==> config.mk <==
export PLATFORM = sky130hd
export DESIGN_NAME = lcd_mode_config_decode
export DESIGN_NICKNAME = d
export VERILOG_FILES = /design/src/logic/lcd_cfg_pkg.sv /design/src/logic/lcd_mode_config_decode.sv
export SDC_FILE = /design/constraint.sdc
export NUM_CORES = 1
export LEC_CHECK = 0
export BUFFER_PORTS_ARGS = -buffer_cell sky130_fd_sc_hd__buf_4
export CORE_AREA = 4 4 53 55
export CTS_CLUSTER_SIZE = 20
export DETAILED_ROUTE_END_ITERATION = 16
export DIE_AREA = 0 0 57 59
export GPL_ROUTABILITY_DRIVEN = 0
export HOLD_SLACK_MARGIN = 0.08
export PLACE_DENSITY = 0.8
export SYNTH_ARGS = -nofsm -noshare
export SYNTH_HDL_FRONTEND = slang
export SYNTH_SLANG_ARGS = --single-unit
export TNS_END_PERCENT = 5
==> constraint.sdc <==
create_clock -name i_core_clk -period 2.4 [get_ports i_core_clk]
set_input_delay 0.12 -clock i_core_clk [delete_from_list [all_inputs] [get_ports i_core_clk]]
set_output_delay 0.12 -clock i_core_clk [all_outputs]
set_load 0.01 [all_outputs]
==> src/logic/lcd_cfg_pkg.sv <==
// constants for the lcd mode and configuration decoder
// assumes one core clock; settings arrive as plain synchronous ports
package lcd_cfg_pkg;
  localparam logic [1:0] DW_00 = 2'h0;
  localparam logic [1:0] DW_01 = 2'h1;
  localparam logic [1:0] DW_10 = 2'h2;
  localparam logic [1:0] DW_11 = 2'h3;
  localparam logic [1:0] PS_SOFT = 2'h0;
  localparam logic [1:0] PS_NORMAL = 2'h3;
  localparam logic [1:0] BPP_1 = 2'h0;
  localparam logic [1:0] BPP_2 = 2'h1;
  localparam logic [1:0] BPP_4 = 2'h2;
  localparam logic [1:0] BPP_8 = 2'h3;
  localparam logic [2:0] DIV_LAST_1BPP = 3'h3;
  localparam logic [2:0] DIV_LAST_2BPP = 3'h1;
  localparam logic [2:0] DIV_ZERO = 3'h0;
  localparam logic [2:0] DIV_ONE = 3'h1;
  localparam int ENTRY_W = 8;
  localparam logic [ENTRY_W-1:0] ENTRY_ONE = 8'h01;
  localparam logic [ENTRY_W-1:0] ENTRY_ZERO = 8'h00;

  typedef enum logic [3:0] {
    FMT_RESERVED = 4'b0000,
    FMT_MONO_S4 = 4'b0001,
    FMT_MONO_S8 = 4'b0010,
    FMT_MONO_D8 = 4'b0011,
    FMT_COL_S4 = 4'b0100,
    FMT_COL_S8F1 = 4'b0101,
    FMT_COL_S8F2 = 4'b0110,
    FMT_COL_D8 = 4'b0111,
    FMT_AM_9 = 4'b1000,
    FMT_AM_12 = 4'b1001
  } panel_fmt_t;

  typedef enum logic [1:0] {
    TBL_RED = 2'b00,
    TBL_GREEN = 2'b01,
    TBL_BLUE = 2'b10
  } lut_tbl_t;

  typedef enum logic [1:0] {
    PWR_SOFT = 2'b00,
    PWR_NORMAL = 2'b01,
    PWR_RESERVED = 2'b10
  } pwr_mode_t;
endpackage

==> src/logic/lcd_mode_config_decode.sv <==
// lcd mode decode: panel format, memory clock ratio, power save, lut steps
// assumes settings are synchronous to i_core_clk and held while in use
// Function
// - passive mono single: width 00 gives 4-bit, 01 gives 8-bit
// - passive colour single: 00 4-bit, 01 8-bit format 1, 11 format 2
// - dual passive panels support only 8-bit, width code 01
// - memory clock is pixel clock over 8,4,2,1 by depth, or equal
// - power save field: 00 software power save, 11 normal
// - mono mode: lut accesses use green table, stepping entries
// - colour select 00 cycles red, green, blue; others fix one table
module lcd_mode_config_decode
  import lcd_cfg_pkg::*;
(
  // clock and reset
  input wire logic i_core_clk,
  input wire logic i_rst,
  // panel settings
  input wire logic i_panel_type_select,
  input wire logic i_color_mode,
  input wire logic i_dual_panel,
  input wire logic [1:0] i_data_width,
  // clock settings
  input wire logic [1:0] i_bpp,
  input wire logic i_high_perf,
  input wire logic i_pixel_clock,
  // power save
  input wire logic [1:0] i_power_save,
  // lookup table access
  input wire logic [1:0] i_lut_select,
  input wire logic i_lut_load,
  input wire logic [ENTRY_W-1:0] i_lut_start,
  input wire logic i_lut_access,
  // decoded outputs
  output logic [3:0] o_panel_fmt,
  output logic o_memory_clock,
  output logic [1:0] o_power_mode,
  output logic [1:0] o_lut_table,
  output logic [ENTRY_W-1:0] o_lut_entry
);
  panel_fmt_t fmt_r, fmt_nxt;
  pwr_mode_t pwr_r, pwr_nxt;
  logic [2:0] div_cnt_r, div_cnt_nxt;
  logic [2:0] div_last;
  logic mclk_r, mclk_nxt;
  logic mclk_follow_r, mclk_follow_nxt;
  lut_tbl_t tbl_r, tbl_nxt;
  logic [ENTRY_W-1:0] entry_r, entry_nxt;

  // panel format decode
  always_comb
  begin
    fmt_nxt = FMT_RESERVED;
    if (i_panel_type_select)
    begin
      fmt_nxt = i_data_width[0] ? FMT_AM_12 : FMT_AM_9;
    end
    else if (i_dual_panel)
    begin
      if (i_data_width == DW_01)
      begin
        fmt_nxt = i_color_mode ? FMT_COL_D8 : FMT_MONO_D8;
      end
    end
    else if (!i_color_mode)
    begin
      case (i_data_width)
        DW_00: fmt_nxt = FMT_MONO_S4;
        DW_01: fmt_nxt = FMT_MONO_S8;
        default: fmt_nxt = FMT_RESERVED;
      endcase
    end
    else
    begin
      case (i_data_width)
        DW_00: fmt_nxt = FMT_COL_S4;
        DW_01: fmt_nxt = FMT_COL_S8F1;
        DW_11: fmt_nxt = FMT_COL_S8F2;
        default: fmt_nxt = FMT_RESERVED;
      endcase
    end
  end

  // power save decode; reserved codes flagged, not acted on
  always_comb
  begin
    case (i_power_save)
      PS_SOFT: pwr_nxt = PWR_SOFT;
      PS_NORMAL: pwr_nxt = PWR_NORMAL;
      default: pwr_nxt = PWR_RESERVED;
    endcase
  end

  // memory clock: toggle every ratio/2 pixel clocks, sampled as a level
  always_comb
  begin
    case (i_bpp)
      BPP_1: div_last = DIV_LAST_1BPP;
      BPP_2: div_last = DIV_LAST_2BPP;
      default: div_last = DIV_ZERO;
    endcase
    // edge detect lags a core cycle; pixel clock must stay below core/2
    mclk_follow_nxt = i_pixel_clock;
    div_cnt_nxt = div_cnt_r;
    mclk_nxt = mclk_r;
    if (i_high_perf || i_bpp == BPP_8)
    begin
      mclk_nxt = i_pixel_clock;
      div_cnt_nxt = DIV_ZERO;
    end
    else if (i_pixel_clock && !mclk_follow_r)
    begin
      if (div_cnt_r >= div_last)
      begin
        div_cnt_nxt = DIV_ZERO;
        mclk_nxt = ~mclk_r;
      end
      else
      begin
        div_cnt_nxt = div_cnt_r + DIV_ONE;
      end
    end
  end

  // lookup table pointer sequencing
  always_comb
  begin
    tbl_nxt = tbl_r;
    entry_nxt = entry_r;
    if (i_lut_load)
    begin
      entry_nxt = i_lut_start;
      if (!i_color_mode)
        tbl_nxt = TBL_GREEN;
      else
        case (i_lut_select)
          DW_00: tbl_nxt = TBL_RED;
          DW_01: tbl_nxt = TBL_RED;
          DW_10: tbl_nxt = TBL_GREEN;
          default: tbl_nxt = TBL_BLUE;
        endcase
    end
    else if (i_lut_access)
    begin
      if (!i_color_mode)
      begin
        tbl_nxt = TBL_GREEN;
        entry_nxt = entry_r + ENTRY_ONE;
      end
      else if (i_lut_select == DW_00)
      begin
        case (tbl_r)
          TBL_RED: tbl_nxt = TBL_GREEN;
          TBL_GREEN: tbl_nxt = TBL_BLUE;
          default:
          begin
            tbl_nxt = TBL_RED;
            entry_nxt = entry_r + ENTRY_ONE;
          end
        endcase
      end
      else
      begin
        entry_nxt = entry_r + ENTRY_ONE;
      end
    end
  end

  always_ff @(posedge i_core_clk or posedge i_rst)
  begin
    if (i_rst)
    begin
      fmt_r <= FMT_RESERVED;
      pwr_r <= PWR_SOFT;
      div_cnt_r <= DIV_ZERO;
      mclk_r <= 1'b0;
      mclk_follow_r <= 1'b0;
      tbl_r <= TBL_GREEN;
      entry_r <= ENTRY_ZERO;
    end
    else
    begin
      fmt_r <= fmt_nxt;
      pwr_r <= pwr_nxt;
      div_cnt_r <= div_cnt_nxt;
      mclk_r <= mclk_nxt;
      mclk_follow_r <= mclk_follow_nxt;
      tbl_r <= tbl_nxt;
      entry_r <= entry_nxt;
    end
  end

  assign o_panel_fmt = fmt_r;
  assign o_memory_clock = mclk_r;
  assign o_power_mode = pwr_r;
  assign o_lut_table = tbl_r;
  assign o_lut_entry = entry_r;

  mono_single_a: assert property (@(posedge i_core_clk)
    disable iff (i_rst)
    (!i_panel_type_select && !i_dual_panel && !i_color_mode
     && i_data_width == DW_01) |=> fmt_r == FMT_MONO_S8)
    else $error("mono single 8-bit not decoded");
  color_single_a: assert property (@(posedge i_core_clk)
    disable iff (i_rst)
    (!i_panel_type_select && !i_dual_panel && i_color_mode
     && i_data_width == DW_11) |=> fmt_r == FMT_COL_S8F2)
    else $error("colour format 2 not decoded");
  dual_width_a: assert property (@(posedge i_core_clk)
    disable iff (i_rst)
    (!i_panel_type_select && i_dual_panel && i_data_width != DW_01)
    |=> fmt_r == FMT_RESERVED)
    else $error("dual panel width not reserved");
  active_matrix_a: assert property (@(posedge i_core_clk)
    disable iff (i_rst)
    i_panel_type_select
    |=> fmt_r == ($past(i_data_width[0]) ? FMT_AM_12 : FMT_AM_9))
    else $error("active matrix width wrong");
  mclk_follow_a: assert property (@(posedge i_core_clk)
    disable iff (i_rst)
    i_high_perf |=> mclk_r == $past(i_pixel_clock))
    else $error("memory clock not pixel clock");
  power_mode_a: assert property (@(posedge i_core_clk)
    disable iff (i_rst)
    i_power_save == PS_NORMAL |=> pwr_r == PWR_NORMAL)
    else $error("normal power not decoded");
  mono_lut_a: assert property (@(posedge i_core_clk)
    disable iff (i_rst)
    (!i_color_mode && i_lut_access && !i_lut_load)
    |=> tbl_r == TBL_GREEN && entry_r == $past(entry_r) + ENTRY_ONE)
    else $error("mono lut step wrong");
  auto_inc_a: assert property (@(posedge i_core_clk)
    disable iff (i_rst)
    (i_color_mode && i_lut_select == DW_00 && i_lut_access && !i_lut_load
     && tbl_r == TBL_RED) |=> tbl_r == TBL_GREEN && $stable(entry_r))
    else $error("auto increment order wrong");
endmodule

Word-level counts from Yosys, hierarchy flattened
Index checks and enable logic that the tools add are counted.
Widths: inputs -> output; s select.
{ "totals": {"mem_bits_rw": 0, "rom_bits": 0, "memories": 0, "elab_cells": 65, "output_inout_bits": 17, "ff_bits": 21, "latch_bits": 0} }
{ "classes": {"n_bitwise": 1, "multipliers": 0, "n_reduce_logical": 16, "shift": 0, "n_eq_ne": 10, "n_mux": 28, "div_mod_pow": 0, "n_lt_le_gt_ge": 1, "n_addsub": 2} }
{ "op_table": {"columns": ["operator", "n"], "rows": [
  ["$mux 8", 5],
  ["$pmux 2 s2", 5],
  ["$mux 3", 5],
  ["$mux 4", 3],
  ["$logic_not 2->1", 5],
  ["$mux 2", 5],
  ["$pmux 3 s3", 1],
  ["$add 8x1->8 const B", 1],
  ["$eq 2x1->1 const B", 4],
  ["$eq 2x2->1 const B", 4],
  ["$reduce_and 2->1", 3],
  ["$reduce_bool 2->1", 3],
  ["$mux 1", 4],
  ["$ne 4x4->1 const B", 1],
  ["$reduce_or 2->1", 2],
  ["$add 3x1->3 const B", 1],
  ["$ge 3x3->1", 1],
  ["$ne 3x1->1 const B", 1],
  ["$logic_and 1x1->1", 1],
  ["$logic_not 1->1", 1],
  ["$logic_or 1x1->1", 1],
  ["$not 1->1", 1]
]} }

Longest topological paths before layout
{ "depth": {"word_depth": 7, "mapped_depth": 6, "depth_no_buf": 6} }

Worst setup path after synthesis
OpenSTA, ideal clock, no wires.
{ "synth_path": {"path_kind": "register to register", "from": "register div_cnt_r[0]", "to": "register mclk_r, in the netlist o_memory_clock", "arrival_ps": 1543, "path_buffers": 0, "stages_incl_launch_ff": 7, "setup_slack_ps": 753, "synth_period_minus_slack_ps": 1647, "path_cell_list": "dfrtp_1 -> inv_1 -> ha_1 -> nand2b_1 -> a211oi_1 -> or4b_2 -> o311ai_1"} }
{ "synth_via": {"elab_chain_cells": 3} }
{ "synth_rtl": {"columns": ["item", "line", "source"], "rows": [
  ["start, declared", "lcd_mode_config_decode.sv:42", "logic [2:0] div_cnt_r, div_cnt_nxt;"],
  ["start signal, assigned", "lcd_mode_config_decode.sv:184", "div_cnt_r <= div_cnt_nxt;"],
  ["$ge 3x3->1", "lcd_mode_config_decode.sv:112", "if (div_cnt_r >= div_last)"],
  ["$reduce_bool 2->1 (no source line)", null, null],
  ["$reduce_and 2->1 (no source line)", null, null],
  ["end signal, assigned", "lcd_mode_config_decode.sv:185", "mclk_r <= mclk_nxt;"],
  ["end, declared", "lcd_mode_config_decode.sv:44", "logic mclk_r, mclk_nxt;"]
]} }
No other way between the ends.
A chain may end at the register's enable or synchronous reset.

Worst setup path after layout
Ends and elaborated chain as after synthesis.

==> metrics.md <==
| Metric | Value |
|---|---|
| Final Critical Period | `1.88 ns` |
| Final Setup Violations | `0` |
| CP Launch Type | `register` |
| Most frequent cells in the layout | `buf_4 (41), dfrtp_1 (20), dlygate4sd3_1 (16)` |
| Critical R2R Capture | `o_memory_clock` |
| Leading cell type in the layout, fill and taps excluded | `buf_4` |
| Final routed DRC violation total | `0` |
| Worst hold path type | `input pin to register` |
| Post-synthesis sequential area ratio | `45.3%` |
| Number of CTS-inserted buffers | `3` |
| Crit path required time | `2.60 ns` |
| Critical path origin | `div_cnt_r[0]` |
| Final Routed Wirelength | `2670 µm` |
| CTS sink count | `21` |
| CP Class | `register to register` |
| Vias in the first global route | `1,114` |
| CP endpoint kind | `register` |
| Post-DP HPWL | `1920 µm` |
| Routed vias | `1,060` |
| RSZ-0062 raised after global routing | `false` |
| DIE AREA | `3360 µm²` |
| CP arrival | `2.09 ns` |
| Largest net degree at the start of global routing | `22` |
| First-pass GRT wire length | `4690 µm` |
| Root Buffer | `clkbuf_4` |
| Dominant synthesized flop cell | `dfrtp_1` |
| Syn Nets | `147` |
| CORE AREA | `2390 µm²` |
| Initial antenna violation count | `0` |
| Residual overflow from global routing | `0` |
| Clock buffer depth | `2` |
| Layout Cells excl Fill | `204` |
| Post-route antenna net violation count | `0` |
| Fillers | `192` |
| Nets@finish | `205` |
| Number of synthesized flops with an enable pin | `0` |
| Drt initial violations | `13` |
| Mean area per synthesized cell | `9.93 µm²` |
| Clock Skews | `0.00621 ns` |
| TNS Setup | `0 ns` |
| IO Port Bufs | `41` |
| R2r setup slk | `0.52 ns` |
| DR WL/cell | `13.1 µm` |
| Leakage | `0.781 nW` |
| Least-Margin Pin Slew | `0.803 ns` |
| Cell Count Post-Placement | `184` |
| Relative slew slack | `46.4%` |
| Area Growth Syn to Fin | `43.2%` |
| Period utilization | `78.5%` |
| CP Max Fanout | `5` |
| Outcome | `complete, no violations` |
| Async SR Flop Fraction | `100%` |
| Ant diodes | `0` |
| Fin. max-slew vios | `0` |
| FF-to-FF Start | `div_cnt_r[0]` |
| Syn. warnings | `0` |
| Clock Latency Late Sink | `0.30 ns` |
| Fmax achieved | `531 MHz` |
| Syn Std Cell Area | `1160 µm²` |
| Initial Util | `48.7%` |
| DR pass1 iterations | `4` |
| PwrDens | `485 nW/µm²` |
| Maximum VDD drop | `0.000379 V` |
| Clock-pin slew on the worst setup and hold paths | `0.12 ns` |
| Path depth of the worst reg2reg path | `6` |
| GRT Total Usage | `17.6%` |
| Min-Delay Startpoint | `i_data_width[1]` |
| Row cnt | `18` |
| Boundary pin count | `42` |
| CTS tree | `done` |
| Share of cells above drive strength 1 | `30.5%` |
| Cells after synthesis | `117` |
| Cell variety after synth | `39` |
| Crit path to | `o_memory_clock` |
| Htree depth | `1` |
| Die Height | `59 µm` |
| Max-cap violations | `0` |
| Flop and latch count out of synthesis | `21` |
| Via/cell ratio | `5.20` |
| Die W | `57 µm` |
| Post-cts sizing count | `0` |
| Final Hold Fails | `0` |
## worst min-delay path by stage
stage	endpoint	slack [ns]	depth (start not counted)
final	o_panel_fmt[1]	0.11	3
after floorplan	div_cnt_r[0]	0.1	1
after detailed placement	mclk_follow_r	0.26	1
after global placement	mclk_follow_r	0.26	1
after CTS	o_panel_fmt[1]	0.10	3
after global routing	o_lut_table[0]	0.09	3
## cells by family after synthesis
logic type / synth area share [%]
and+or+nand+nor: 22.9
buffers and inverters: 4.52
muxes: 2.69
xor gates and xnor gates: 5.27
DFF: 45.3
AOI/OAI and AO/OA: 13.0
adders and majority gates: 6.24
## area by class of cell
class	count	area, µm²	area share [%]
sequential	21	527	31.7
inverter	6	22.5	1.35
multi-input combinational	86	583	35.0
clock buffer	4	26.3	1.58
timing repair buffer	57	468	28.1
tap	30	37.5	2.26
## registers in the layout (all words and copies together) (netlist names)
name            cells
mclk_follow_r       1
o_lut_table         2
div_cnt_r           3
o_lut_entry         8
o_panel_fmt         4
o_power_mode        2
o_memory_clock      1
## power breakdown
part	internal (mW)	switching, mW	leakage (nW)
combinational	0.123	0.0971	0.507
sequential	0.385	0.0303	0.259
clock	0.0647	0.107	0.0150
## repair_timing
action / 4_1_cts / 5_1_grt
buffers inserted: 0 / 0
hold buffers: 16 / 0
endpoints found under the hold margin: 37 / 0
## Yosys cell counts, drive strengths merged, types with 2 or more instances
cell | instances | share of area, %
dfrtp | 20 | 43
nand2 | 14 | 5.2
o21ai | 8 | 3.4
a21oi | 7 | 3.0
nor2 | 7 | 2.3
inv | 6 | 1.9
nand3 | 6 | 2.6
ha | 5 | 5.4
xor2 | 4 | 3.0
a211oi | 3 | 1.9
buf | 3 | 1.8
nand2b | 3 | 1.6
nor3b | 3 | 2.4
xnor2 | 3 | 2.3
a21o | 2 | 1.3
mux2i | 2 | 1.7
nor2b | 2 | 1.1
nor3 | 2 | 0.86
or4b | 2 | 2.0
## worst max-delay path: stages, from the launching register on
cell      delay, ns
dfrtp_1        0.41
inv_1          0.09
ha_1           0.29
nand2b_1       0.14
a211oi_1       0.52
nor2_1         0.12
o311ai_1       0.23
## layer usage
layer | up-vias | global-route usage [%] | share of wire [%]
met4 | 0 | 5.96 | 0.26
met5 | - | 0 | 0
met3 | 2 | 3.05 | 5.1
met1 | 505 | 21.8 | 42
li1 | 525 | - | -
met2 | 28 | 31.2 | 52
## per-stage QoR
| stage | setup slack (ns) | util (%) | hold slack (ns) | area, µm² | power [mW] |
|---|---|---|---|---|---|
| final | 0.515 | 69.7 | 0.106 | 1660 | 0.806 |
| after global routing | 0.388 | 69.7 | 0.0915 | 1660 | 0.856 |
| after CTS | 0.539 | 69.7 | 0.102 | 1660 | 0.813 |
| after detailed placement | 0.569 | 61.9 | 0.265 | 1480 | 0.620 |
| after global placement | 0.684 | 61.9 | 0.260 | 1480 | 0.610 |
| after floorplan | 0.753 | - | 0.0958 | 1160 | 0.519 |
No activity file was read; power rests on OpenSTA's default activity.
